`src/logic/smc_defs.svh`:
```
`ifndef SMC_DEFS_SVH
`define SMC_DEFS_SVH

// Register indices; byte address is four times the index
`define SMC_IDX_CARD_CTRL 8'h91
`define SMC_IDX_DEV_CTRL 8'h92
`define SMC_IDX_DIAG 8'h93
`define SMC_IDX_IRQ_STATUS 8'ha0
`define SMC_IDX_IRQ_CLEAR 8'ha1
`define SMC_IDX_IRQ_ENABLE 8'ha2

// Reset values
`define SMC_CARD_CTRL_RESET 8'h00
`define SMC_DEV_CTRL_RESET 8'h66
`define SMC_DIAG_RESET 8'h61

// Writable bit masks
`define SMC_CARD_CTRL_WMASK 8'he6
`define SMC_DEV_CTRL_WMASK 8'h6f

// Field positions
`define SMC_CARD_RING_BIT 7
`define SMC_CARD_IFG_BIT 0

// Bus answer latency in clocks after the request is first seen
`define SMC_BUS_WAIT_CYCLES 1

`endif

```
`src/logic/smc_pkg.sv`:
```
package smc_pkg;

    typedef struct packed {
        logic ring_out_enable;
        logic video_passthru_enable;
        logic port_select;
        logic [1:0] reserved;
        logic card_audio_route_enable;
        logic speaker_route_enable;
        logic functional_irq_flag;
    } smc_card_ctrl_type;

    typedef struct packed {
        logic reserved_7;
        logic low_voltage_capable_force;
        logic diag_bit_five;
        logic reserved_4;
        logic vendor_test;
        logic [1:0] irq_signaling_mode;
        logic global_test;
    } smc_dev_ctrl_type;

    typedef struct packed {
        logic video_select_0;
        logic video_select_1;
        logic [1:0] zoomed_video_hiz;
    } smc_video_type;

endpackage : smc_pkg

```
`src/logic/smc_socket_misc_regs.sv`:
```
`timescale 1ns/1ps
`include "smc_defs.svh"
// Function
// - Ring enable routes ring to ring/PME pin when mux is 0, and terminals 2/4.
// - Video pass-through enable puts that socket's video terminals in high impedance.
// - Both sockets in video mode: port select picks which select line asserts.
// - Card control bits 4-3 are read-only zero.
// - Audio route enable sends card audio to PWM output; socket 0 wins.
// - Speaker route enable sends speaker signals, both sockets XORed, to output.
// - Speaker output driven only while either socket's speaker enable is set.
// - Per-socket interrupt flag set by card interrupt, cleared by writing 1.
// - Device control is one copy shared by both functions.
// - Device control bit 6 forces 3-V capability report, reset 1.
// - Device control bit 5 is a read/write diagnostic bit, reset 1.
// - Device control bits 7 and 4 read zero, writes ignored.
// - Device control bits 2-1 select interrupt signaling mode, reset 11.
// - Diagnostic register fully read/write, reset 0x61; host writes zeros.
module smc_socket_misc_regs
    import smc_pkg::*;
#(
    parameter int ADDR_W = 11
) (
    // Clock and reset
    input wire logic clock,
    input wire logic rst_b,
    // Avalon-MM slave
    input wire logic [ADDR_W-1:0] address,
    input wire logic read,
    input wire logic write,
    input wire logic [3:0] byteenable,
    input wire logic [31:0] writedata,
    output logic [31:0] readdata,
    output logic waitrequest,
    // Socket pins, one bit per socket except the single ring source pin
    input wire logic [1:0] card_irq_pin,
    input wire logic [1:0] card_audio_signal,
    input wire logic [1:0] card_speaker_signal,
    input wire logic ring_source_pin,
    // Same-clock control from the terminal mapping logic
    input wire logic ring_mux_select,
    // Routed outputs
    output logic ring_pme_output,
    output logic multi_terminal_2,
    output logic multi_terminal_4,
    output logic audio_pwm_output,
    output logic speaker_output,
    output logic speaker_output_oe,
    output smc_video_type video_out,
    // Global configuration outputs
    output logic [1:0] low_voltage_capable,
    output logic [1:0] irq_signaling_mode,
    output logic [7:0] diag_value,
    // Interrupt
    output logic irq
);

    ////////////////////////////////////////////////////////////////////////
    // Pin synchronisers: three stages, change accepted when 2 and 3 agree

    localparam int NSYNC = 7;
    logic [NSYNC-1:0] pin_raw;
    logic [NSYNC-1:0] sync1_reg;
    logic [NSYNC-1:0] sync2_reg;
    logic [NSYNC-1:0] sync3_reg;
    logic [NSYNC-1:0] pin_reg;

    assign pin_raw = {ring_source_pin, card_speaker_signal,
                      card_audio_signal, card_irq_pin};

    genvar gi;
    generate
        for (gi = 0; gi < NSYNC; gi++) begin : g_sync
            always_ff @(posedge clock or negedge rst_b) begin
                if (!rst_b) begin
                    sync1_reg[gi] <= 1'b0;
                    sync2_reg[gi] <= 1'b0;
                    sync3_reg[gi] <= 1'b0;
                    pin_reg[gi] <= 1'b0;
                end else begin
                    sync1_reg[gi] <= pin_raw[gi];
                    sync2_reg[gi] <= sync1_reg[gi];
                    sync3_reg[gi] <= sync2_reg[gi];
                    if (sync2_reg[gi] == sync3_reg[gi]) begin
                        pin_reg[gi] <= sync3_reg[gi];
                    end
                end
            end
        end
    endgenerate

    logic [1:0] irq_lvl;
    logic [1:0] audio_lvl;
    logic [1:0] spk_lvl;
    logic ring_lvl;
    assign irq_lvl = pin_reg[1:0];
    assign audio_lvl = pin_reg[3:2];
    assign spk_lvl = pin_reg[5:4];
    assign ring_lvl = pin_reg[6];

    // Functional interrupt event is the rising edge of the filtered level
    logic [1:0] irq_prev_reg;
    logic [1:0] irq_event;
    always_ff @(posedge clock or negedge rst_b) begin
        if (!rst_b) begin
            irq_prev_reg <= 2'h0;
        end else begin
            irq_prev_reg <= irq_lvl;
        end
    end
    assign irq_event = irq_lvl & ~irq_prev_reg;

    ////////////////////////////////////////////////////////////////////////
    // Bus slave: one wait cycle, read data registered with the answer

    function automatic logic hit(input logic [ADDR_W-1:0] a,
                                 input logic [7:0] idx);
        hit = (a[9:2] == idx);
    endfunction : hit

    logic func_sel;
    logic wr_go;
    logic [7:0] wbyte;
    assign func_sel = address[10];
    assign wr_go = write && !waitrequest && byteenable[0];
    assign wbyte = writedata[7:0];

    smc_card_ctrl_type card_reg [2];
    smc_dev_ctrl_type dev_reg;
    logic [7:0] diag_reg;
    logic ring_en_reg;
    logic [1:0] irq_status_reg;
    logic [1:0] irq_enable_reg;
    logic [7:0] rd_next;

    always_comb begin
        rd_next = 8'h00;
        if (hit(address, `SMC_IDX_CARD_CTRL)) begin
            rd_next = card_reg[func_sel] & `SMC_CARD_CTRL_WMASK |
                      {7'h00, card_reg[func_sel].functional_irq_flag};
            rd_next[`SMC_CARD_RING_BIT] = ring_en_reg;
        end else if (hit(address, `SMC_IDX_DEV_CTRL)) begin
            rd_next = dev_reg & `SMC_DEV_CTRL_WMASK;
        end else if (hit(address, `SMC_IDX_DIAG)) begin
            rd_next = diag_reg;
        end else if (hit(address, `SMC_IDX_IRQ_STATUS) && !func_sel) begin
            rd_next = {6'h00, irq_status_reg};
        end else if (hit(address, `SMC_IDX_IRQ_ENABLE) && !func_sel) begin
            rd_next = {6'h00, irq_enable_reg};
        end
    end

    always_ff @(posedge clock or negedge rst_b) begin
        if (!rst_b) begin
            waitrequest <= 1'b1;
            readdata <= 32'h0000_0000;
        end else if ((read || write) && waitrequest) begin
            waitrequest <= 1'b0;
            readdata <= {24'h00_0000, rd_next};
        end else begin
            waitrequest <= 1'b1;
        end
    end

    ////////////////////////////////////////////////////////////////////////
    // Card control, one copy per socket function; ring enable is global

    generate
        for (gi = 0; gi < 2; gi++) begin : g_card
            logic wr_card;
            assign wr_card = wr_go && hit(address, `SMC_IDX_CARD_CTRL) &&
                             (func_sel == 1'(gi));
            always_ff @(posedge clock or negedge rst_b) begin
                if (!rst_b) begin
                    card_reg[gi] <= `SMC_CARD_CTRL_RESET;
                end else begin
                    if (wr_card) begin
                        card_reg[gi].video_passthru_enable <= wbyte[6];
                        card_reg[gi].port_select <= wbyte[5];
                        card_reg[gi].card_audio_route_enable <= wbyte[2];
                        card_reg[gi].speaker_route_enable <= wbyte[1];
                    end
                    card_reg[gi].reserved <= 2'h0;
                    card_reg[gi].ring_out_enable <= 1'b0;
                    // Set beats clear; writing 0 leaves the flag alone
                    if (irq_event[gi]) begin
                        card_reg[gi].functional_irq_flag <= 1'b1;
                    end else if (wr_card && wbyte[`SMC_CARD_IFG_BIT]) begin
                        card_reg[gi].functional_irq_flag <= 1'b0;
                    end
                end
            end
        end
    endgenerate

    // Software is expected to use function 0 here; either function
    // reaches the one shared copy so a stray write still lands somewhere
    always_ff @(posedge clock or negedge rst_b) begin
        if (!rst_b) begin
            ring_en_reg <= 1'b0;
        end else if (wr_go && hit(address, `SMC_IDX_CARD_CTRL)) begin
            ring_en_reg <= wbyte[`SMC_CARD_RING_BIT];
        end
    end

    ////////////////////////////////////////////////////////////////////////
    // Device control and diagnostic: single shared copies

    always_ff @(posedge clock or negedge rst_b) begin
        if (!rst_b) begin
            dev_reg <= `SMC_DEV_CTRL_RESET;
        end else if (wr_go && hit(address, `SMC_IDX_DEV_CTRL)) begin
            dev_reg <= wbyte & `SMC_DEV_CTRL_WMASK;
        end
    end

    always_ff @(posedge clock or negedge rst_b) begin
        if (!rst_b) begin
            diag_reg <= `SMC_DIAG_RESET;
        end else if (wr_go && hit(address, `SMC_IDX_DIAG)) begin
            diag_reg <= wbyte;
        end
    end

    ////////////////////////////////////////////////////////////////////////
    // Interrupt status, clear and enable

    logic [1:0] clr_bits;
    assign clr_bits = (wr_go && !func_sel &&
                       hit(address, `SMC_IDX_IRQ_CLEAR)) ? wbyte[1:0] : 2'h0;

    always_ff @(posedge clock or negedge rst_b) begin
        if (!rst_b) begin
            irq_status_reg <= 2'h0;
        end else begin
            irq_status_reg <= irq_event | (irq_status_reg & ~clr_bits);
        end
    end

    always_ff @(posedge clock or negedge rst_b) begin
        if (!rst_b) begin
            irq_enable_reg <= 2'h0;
        end else if (wr_go && !func_sel &&
                     hit(address, `SMC_IDX_IRQ_ENABLE)) begin
            irq_enable_reg <= wbyte[1:0];
        end
    end

    always_ff @(posedge clock or negedge rst_b) begin
        if (!rst_b) begin
            irq <= 1'b0;
        end else begin
            irq <= |(irq_status_reg & irq_enable_reg);
        end
    end

    ////////////////////////////////////////////////////////////////////////
    // Signal routing, all outputs registered

    logic zv0;
    logic zv1;
    logic [1:0] spk_en;
    assign zv0 = card_reg[0].video_passthru_enable;
    assign zv1 = card_reg[1].video_passthru_enable;
    assign spk_en = {card_reg[1].speaker_route_enable,
                     card_reg[0].speaker_route_enable};

    always_ff @(posedge clock or negedge rst_b) begin
        if (!rst_b) begin
            ring_pme_output <= 1'b0;
            multi_terminal_2 <= 1'b0;
            multi_terminal_4 <= 1'b0;
        end else begin
            ring_pme_output <= ring_en_reg && !ring_mux_select &&
                               ring_lvl;
            multi_terminal_2 <= ring_en_reg && ring_lvl;
            multi_terminal_4 <= ring_en_reg && ring_lvl;
        end
    end

    // Priority bit is taken from function 0's copy
    always_ff @(posedge clock or negedge rst_b) begin
        if (!rst_b) begin
            video_out <= '0;
        end else begin
            video_out.zoomed_video_hiz <= {zv1, zv0};
            video_out.video_select_0 <= zv0 &&
                (!zv1 || !card_reg[0].port_select);
            video_out.video_select_1 <= zv1 &&
                (!zv0 || card_reg[0].port_select);
        end
    end

    always_ff @(posedge clock or negedge rst_b) begin
        if (!rst_b) begin
            audio_pwm_output <= 1'b0;
        end else if (card_reg[0].card_audio_route_enable) begin
            audio_pwm_output <= audio_lvl[0];
        end else if (card_reg[1].card_audio_route_enable) begin
            audio_pwm_output <= audio_lvl[1];
        end else begin
            audio_pwm_output <= 1'b0;
        end
    end

    always_ff @(posedge clock or negedge rst_b) begin
        if (!rst_b) begin
            speaker_output <= 1'b0;
            speaker_output_oe <= 1'b0;
        end else begin
            speaker_output <= |(spk_en & spk_lvl) && ^(spk_en & spk_lvl);
            speaker_output_oe <= |spk_en;
        end
    end

    always_ff @(posedge clock or negedge rst_b) begin
        if (!rst_b) begin
            low_voltage_capable <= 2'h0;
            irq_signaling_mode <= 2'h0;
            diag_value <= 8'h00;
        end else begin
            low_voltage_capable <=
                {2{dev_reg.low_voltage_capable_force}};
            irq_signaling_mode <= dev_reg.irq_signaling_mode;
            diag_value <= diag_reg;
        end
    end
endmodule : smc_socket_misc_regs

```
`config.mk`:
```
export PLATFORM = sky130hd
export DESIGN_NAME = smc_socket_misc_regs
export DESIGN_NICKNAME = d
export VERILOG_FILES = /design/src/logic/smc_pkg.sv /design/src/logic/smc_socket_misc_regs.sv
export VERILOG_INCLUDE_DIRS = /design/src /design/src/logic
export SDC_FILE = /design/constraint.sdc
export NUM_CORES = 1
export LEC_CHECK = 0
export ABC_AREA = 0
export BUFFER_PORTS_ARGS = -buffer_cell sky130_fd_sc_hd__buf_2
export CORE_ASPECT_RATIO = 0.9
export CORE_UTILIZATION = 40
export CTS_CLUSTER_SIZE = 28
export DETAILED_ROUTE_END_ITERATION = 8
export PLACE_DENSITY = 0.69
export SLEW_MARGIN = 10
export SYNTH_ARGS = -nofsm -noshare
export SYNTH_HDL_FRONTEND = slang
export SYNTH_SLANG_ARGS = --single-unit
```
`constraint.sdc`:
```
create_clock -name clock -period 1.6 [get_ports clock]
set_clock_uncertainty 0.05 [all_clocks]
set_input_delay 0.16 -clock clock [delete_from_list [all_inputs] [get_ports clock]]
set_output_delay 0.16 -clock clock [all_outputs]
set_load 0.01 [all_outputs]
```
==> impl_metrics.toml, run 1 <==
[layout]
drive_above_1_share = 0.4221
diodes = 0
fin_nets = 407
area_growth_pct = 25.02

[clock_tree]
cts-htree-levels = 3
clockBufferDepth = 2
cts_tree = "built"
path_clk_slew_ps = 90
root_buffer = "clkbuf_8"
cts_buffers = 9
clk_latency_ps = 360
clock_sinks = 89

[drt]
vias = 2176
avgViaCountPerCell = 4.650
first_pass_iters = 5
detail_route.wl_per_cell_um = 14.37
drc = 0
final_antenna_net_count = 0
drtIter0Drc = 105
totalWireLength_um = 6726

[yosys]
synth.most_common_cell = "dfrtp_1"
ys.warnings.count = 0
ys_types = 44
netlist_instances = 247
synth_seq_area_share = 0.6492
postSynth.asyncResetShare = 1.000
avgSynthCellArea_um2 = 13.95
ys_ff_latch = 89
synthesis.area_mm2 = 0.003446
synth-edff-count = 0
yosysTopAreaCell = "dfrtp_1"
synthTopCellsByArea = "dfrtp_1 59%, mux2_2 9.5%, dfstp_2 6.1%"
synthFlopType = "dfrtp_1"
synth.top_cell.area_share = 0.5882
synthTopCellsByCount = "81 x dfrtp_1, 29 x mux2_2, 27 x buf_4, 16 x nand2_1, 13 x o21ai_0"

[place]
dp_hpwl_um = 4592
place.port_buffers = 61
place_congestion = 0.8576

[worst_setup_path]
r2r_cells = 4
cpPeakStageDelay_ps = 380
r2r_slack_ps = 50
path_cells = "nand3b_1, nor4_4, buf_4, mux2_4"
crit_required_ps = 1790
arrival_ps = 1750
cp-end-kind = "flop"
cp_max_fo = 4
slowest_stage = "dfstp_2"
startpoint_type = "flop"
crit_type = "reg2reg"

[pwr]
switching_share = 0.2422
net-switching-power_mw = 1.020
ir_worst_vdd_mv = 0.4436
clockPowerShare = 0.362
p_seq_frac = 0.562
p_int_mw = 3.190
p_leak_nw = 2.108
combPwrFrac = 0.075
power.density_mw_per_mm2 = 977.2

[hold_path]
hold_path_class = "in2reg"
min_path_cells = 3

[die]
start_util = 0.4210
io-pin-count = 115
core-area_mm2 = 0.008184
rows = 31
die_w_um = 99.84
dieArea_mm2 = 0.008990
dieHeight_um = 90.05

[job]
cap_viol_max_count = 0

[run_status]
status = "finished, final reports clean"

[global_route]
grt-ovfl-total = 0
grt_first_pass_wirelength_um = 10550
grt_pass1_vias = 2181
grt_usage = 0.1564
grt_start_max_net_pins = 40
antenna_found_initial = 0

[timing]
setup-tns-final_ps = 0
rsz0062_at_grt = "true"
drv_slew = 0
fin_crit_sh = 0.9710
whs_ps = 11.78
setup_viol_count_final = 0
period_needed_ps = 1554
hold_viol_final = 0
fmax_mhz = 643.7
==> power groups by stage <==
stage	sequential [mW]	combinational (mW)	clock (mW)
2_1_floorplan	2.41	0.161	0
3_3_place_gp	2.41	0.286	0
3_5_place_dp	2.41	0.294	0
4_1_cts	2.37	0.315	1.57
5_1_grt	2.38	0.354	1.66
6_report	2.37	0.318	1.52
==> cells by family (layout without fill, tap and decap cells) <==
family / Yosys count / count (layout) / share of synthesized area
xor+xnor: 1 / 1 / 0.002542
compound gates: 32 / 32 / 0.06318
mux: 29 / 29 / 0.09477
simple gates: 53 / 53 / 0.09877
buf+inv: 35 / 118 / 0.07008
other cells: 1 / 24 / 0.001088
flops: 89 / 89 / 0.6492
fa+ha+maj: 7 / 7 / 0.02033
==> timing repair <==
| action | in CTS | in global routing |
|---|---|---|
| pin swaps | 1 | 0 |
| gates resized for setup | 0 | 8 |
| buffers inserted | 0 | 1 |
| cloned | 0 | 0 |
| hold buffers | 10 | 1 |
| endpoints found under the setup margin | 3 | 12 |
| endpoints found under the hold margin | 37 | 2 |
==> layout by cell type (no fill, tap or decap), drive strengths merged, types with 2 or more instances in the layout <==
master	n
nand3	5
nor4b	4
dlygate4sd3	11
a21o	2
nand4	5
o31ai	2
o21ai	13
clkbuf	10
a31oi	2
o22a	2
nor2	4
mux2	29
inv	4
clkinv	3
clkinvlp	2
a222oi	3
conb	24
nor2b	3
a21boi	2
a22oi	3
nand2	16
dfstp	8
dfrtp	81
and3	4
buf	87
nor4	2
maj3	7
==> area by class of cell <==
| type | instances | area, um^2 |
|---|---|---|
| inverter | 4 | 15.01 |
| sequential | 89 | 2237 |
| timing repair buffer | 98 | 633.1 |
| clock inverter | 6 | 67.56 |
| multi-input combinational | 146 | 1084 |
| clock buffer | 10 | 127.6 |
| tap | 115 | 143.9 |
| fill | 717 | 3876 |
==> through the flow <==
step	utilization	setup WS (ps)	instances	total power, mW	cell area [um^2]
floorplan	-	35.15	270	2.570	3538
CTS	0.5204	19.88	466	4.256	4259
global route	0.5264	-33.64	468	4.387	4308
finish	0.5264	46.46	468	4.210	4308
detailed placement	0.4843	-177.4	440	2.706	3964
global placement	0.4843	-181.2	440	2.694	3964
==> layer usage <==
metal	GRT usage	vias up	share of wire
li1	-	1027	-
met1	0.1951	1050	0.45
met2	0.2534	87	0.47
met3	0.04666	12	0.061
met4	0.06250	0	0.016
met5	0	-	0
==> critical path, delay by kind of cell, from the launching register on <==
kind | cells | cell delay, ps
buf+inv | 1 | 200
mux | 1 | 290
flops | 1 | 380
simple gates | 2 | 510
==> final timing paths <==
check / from / end
min: writedata[5] / card_reg[13]
min in group asynchronous: rst_b / video_out[1]
max reg2reg: waitrequest / card_reg[10]
max in group asynchronous: rst_b / diag_reg[0]
min reg2reg: sync1_reg[4] / sync2_reg[4]
max: waitrequest / card_reg[10]
No activity file was read; power rests on OpenSTA's default activity.
==> run 2: changes to the inputs <==
Settings changed: BUFFER_PORTS_ARGS -buffer_cell sky130_fd_sc_hd__buf_2 to not set, DONT_BUFFER_PORTS set to 1, PLACE_DENSITY 0.69 to 0.63.
==> impl_metrics.toml, run 2 (same netlist as run 1, synthesis figures left out) <==
[run_status]
status = "complete, but fails checks"
violations = "hold timing"

[drt]
first_pass_iters = 5
final_antenna_net_count = 0
top_layer_used = "met4"
wl_met3_um = 404
vias = 1953
drc = 0
totalWireLength_um = 6091
detail_route.wl_per_cell_um = 15.19
avgViaCountPerCell = 4.870
met2_length_um = 2909
drtIter0Drc = 71
met1_length_um = 2707

[clock_tree]
root_buffer = "clkbuf_8"
clockBufferDepth = 2
cts-htree-levels = 3
cts_buffers = 9
cts_tree = "built"
clk_latency_ps = 340
clock_sinks = 89
path_clk_slew_ps = 80
postCtsHoldBufs = 17

[timing]
whs_ps = -549.8
fin_crit_sh = 0.9714
setup-tns-final_ps = 0
setup_viol_count_final = 0
drv_slew = 0
rsz0062_at_grt = "true"
fmax_mhz = 643.4
period_needed_ps = 1554
hold_viol_final = 89
timing.final.ws_setup_ps = 45.79

[worst_setup_path]
cp_top_family = "flip-flops"
worst-path-stages = 4
startpoint_type = "flop"
path_cells = "and3b_1, nand4_1, buf_4, mux2_2"
cpPeakStageDelay_ps = 540
cp-end-kind = "flop"
critical_path_buf_inv_count = 1
cp_max_fo = 5
crit_type = "reg2reg"
crit_required_ps = 1780
slowest_stage = "dfstp_2"
arrival_ps = 1740
r2r_cells = 4

[pwr]
p_leak_nw = 1.796
power.density_mw_per_mm2 = 1048
ir_worst_vdd_mv = 0.5274
power.total_mw = 4.160

[layout]
diodes = 0
fin_nets = 340
area_growth_pct = 15.21
fin_util = 0.4851
final_common_cell = "dfrtp_1"
final_cell_mix = "81 x dfrtp_1, 29 x mux2_2, 24 x conb_1"
drive_above_1_share = 0.2622

[global_route]
antenna_found_initial = 0
grt-ovfl-total = 0
grt_start_max_net_pins = 90
grt_first_pass_wirelength_um = 9922
grt_pass1_vias = 1912
grt_usage = 0.1449

[die]
dieHeight_um = 90.05
dieArea_mm2 = 0.008990
rows = 31
start_util = 0.4210
die_w_um = 99.84
core-area_mm2 = 0.008184
io-pin-count = 115

[job]
cap_viol_max_count = 0

[place]
dpl_worst_slack_ps = -24.71
dp_hpwl_um = 4101
place.port_buffers = 0
place_congestion = 0.8214

[hold_path]
hold_path_class = "in2async"
run 2: routing by layer:
layer,track usage,up-vias
met5,0,-
met4,0.05147,0
met3,0.05054,8
met2,0.2213,78
met1,0.1904,975
li1,-,892
run 2: power breakdown:
part           internal (mW)  switching [mW]
Combinational         0.0909          0.0911
Sequential              2.33          0.0487
Clock                  0.857           0.745
run 2: what timing repair did:
action / 4_1_cts / 5_1_grt
resized for setup: 1 / 3
endpoints found under the setup margin: 1 / 8
buffers inserted: 0 / 1
gates cloned: 0 / 0
endpoints found under the hold margin: 127 / 89
run 2: final timing paths:
path                       slack, ps          from      endpoint
max                               50   waitrequest   card_reg[5]
min                             -550         rst_b  video_out[2]
max reg2reg                       50   waitrequest   card_reg[5]
min reg2reg                      300  sync1_reg[6]  sync2_reg[6]
max in group asynchronous       1840         rst_b   diag_reg[0]
min in group clock               100    address[3]   readdata[1]
run 2: final cells by class:
type	instances	area, um^2
Clock inverter	3	46.29
Inverter	4	15.01
Fill cell	738	4214
Timing Repair Buffer	31	279.0
Sequential cell	89	2237
Clock buffer	13	168.9
Multi-Input combinational cell	146	1080
Tap cell	115	143.9
run 2: per-stage QoR:
step,std cells,instance area [um^2]
floorplan,270,3538
global placement,367,3553
detailed placement,367,3553
CTS,400,3945
global route,401,3970
finish,401,3970
==> run 3: changes to the inputs <==
Settings changed: ABC_AREA 0 to 1.
==> impl_metrics.toml, run 3 <==
[run_status]
status = "complete, but fails checks"
violations = "hold timing"

[worst_setup_path]
startpoint = "waitrequest"
cp-end-kind = "flop"
crit_required_ps = 1790
slowest_stage = "dfstp_2"
path_cells = "inv_1, nand3_4, clkinvlp_4, nand3_4, nand2_1, o21ai_1, inv_1"
arrival_ps = 1660
cpPeakStageDelay_ps = 590
r2r_start = "waitrequest"
cp_max_fo = 9
endpoint = "card_reg[13]"
r2r_slack_ps = 140
critical_path_buf_inv_count = 3
crit_type = "reg2reg"
r2r_cells = 7
cp_top_family = "flip-flops"
worst-path-stages = 7
startpoint_type = "flop"
regToRegEndpoint = "card_reg[13]"

[yosys]
postSynth.asyncResetShare = 1.000
synth-compound-area-share = 0.07604
ys_ff_latch = 89
synth_mux_area_frac = 0
yosys.area_share.simple = 0.1722
netlist_instances = 328
synth_top_family_by_area = "simple AND/OR/NAND/NOR gates"
ys.warnings.count = 0
synthesis.area_mm2 = 0.003603
synth.top_cell.area_share = 0.5625
synth.most_common_cell = "dfrtp_1"
synth_fa_ha_area_frac = 0.01944
yosysTopAreaCell = "dfrtp_1"
synth_seq_area_share = 0.6208
avgSynthCellArea_um2 = 10.99
synthFlopType = "dfrtp_1"
ys_types = 35
synthTopCellsByCount = "81 x dfrtp_1, 67 x nand2_1, 31 x inv_1, 26 x buf_4, 17 x nor2_1"
synthTopCellsByArea = "dfrtp_1 56%, nand2_1 7.0%, dfstp_2 5.8%"
synth-xor-area-share = 0.002431
synth-edff-count = 0

[global_route]
grt_first_pass_wirelength_um = 10290
antenna_found_initial = 0
grt_usage = 0.1478
grt_start_max_net_pins = 90
grt_pass1_vias = 2132
grt-ovfl-total = 0

[timing]
drv_slew = 0
setup-tns-final_ps = 0
hold_viol_final = 89
fmax_mhz = 682.8
setup_viol_count_final = 0
rsz0062_at_grt = "false"
period_needed_ps = 1465
fin_crit_sh = 0.9153
whs_ps = -565.6

[place]
dp_hpwl_um = 4247
place.port_buffers = 0
dpl_cell_area_mm2 = 0.003610
place_congestion = 0.7887

[die]
rows = 32
start_util = 0.4167
core-area_mm2 = 0.008648
dieArea_mm2 = 0.009392
dieHeight_um = 92.04
die_w_um = 102.0
io-pin-count = 115

[clock_tree]
root_buffer = "clkbuf_8"
postCtsHoldBufs = 18
cts-htree-levels = 3
clockBufferDepth = 2
cts_tree = "built"
path_clk_slew_ps = 90
cts_buffers = 9
clk_latency_ps = 360
post-cts-setup-buffers = 0
clock_sinks = 89

[layout]
final_cell_mix = "81 x dfrtp_1, 67 x nand2_1, 31 x inv_1"
area_growth_pct = 10.49
drive_above_1_share = 0.1788
regArea_mm2 = 0.002237
multi_input_area_mm2 = 0.001064
n_fill_cell = 841
final_common_cell = "dfrtp_1"
fin_nets = 412
fin_area_mm2 = 0.003981
diodes = 0

[drt]
totalWireLength_um = 6169
detail_route.wl_per_cell_um = 12.93
drtIter0Drc = 78
first_pass_iters = 4
drc = 0
vias = 2102
final_antenna_net_count = 0
avgViaCountPerCell = 4.407

[hold_path]
hold_path_class = "in2async"

[pwr]
p_leak_nw = 1.881
ir_worst_vdd_mv = 0.4786
power.density_mw_per_mm2 = 1036

[job]
cap_viol_max_count = 0
[run 3: final cells by class]
type / count / share of cell area
clock buffer: 10 / 0.03206
clock inverter: 6 / 0.01508
inverter: 35 / 0.03551
multi-input combinational: 197 / 0.2671
sequential: 89 / 0.5619
tap: 119 / 0.03740
timing repair buffer: 21 / 0.05091
[run 3: power breakdown]
part	leakage (nW)	switching, mW	internal (mW)
clock	0.0920	0.756	0.714
combinational	0.766	0.133	0.0941
sequential	1.02	0.0756	2.35
[run 3: worst min-delay path by stage]
stage                  endpoint  slack [ps]
2_1_floorplan      audio_lvl[0]        -190
3_3_place_gp   multi_terminal_4        -180
3_5_place_dp    ring_pme_output        -180
4_1_cts         ring_pme_output        -590
5_1_grt         ring_pme_output        -600
6_report        ring_pme_output        -570
[run 3: per-stage QoR]
step	std cells	power [mW]	worst slack [ps]	hold WS, ps	utilization
after global routing	477	4.327	29.88	-601.0	0.4604
final	477	4.124	135.4	-565.6	0.4604
after detailed placement	443	2.659	35.09	-183.8	0.4174
after floorplan	351	2.660	175.4	-185.6	-
after CTS	477	4.183	26.11	-586.2	0.4599
after global placement	443	2.649	81.28	-183.9	0.4174
[run 3: kinds of logic after synthesis]
group / after synthesis
AND/OR/NAND/NOR: 122
XOR/XNOR: 1
AO/OA/AOI/OAI: 43
buffers and inverters: 65
flip-flops: 89
other: 1
adder cells (fa/ha/maj): 7
[run 3: routing by layer]
| metal | vias to the layer above | wire, um | part of all wire | global-route usage |
|---|---|---|---|---|
| met4 | 0 | 114 | 0.018 | 0.05952 |
| met3 | 13 | 483 | 0.078 | 0.05869 |
| met1 | 993 | 2710 | 0.44 | 0.1898 |
| met5 | - | 0 | 0 | 0 |
| li1 | 1029 | - | - | - |
| met2 | 67 | 2861 | 0.46 | 0.2215 |
[run 3: timing repair]
action	in CTS	in global routing
endpoints found under the setup margin	0	4
hold endpoints to repair	121	89
resized for setup	0	1
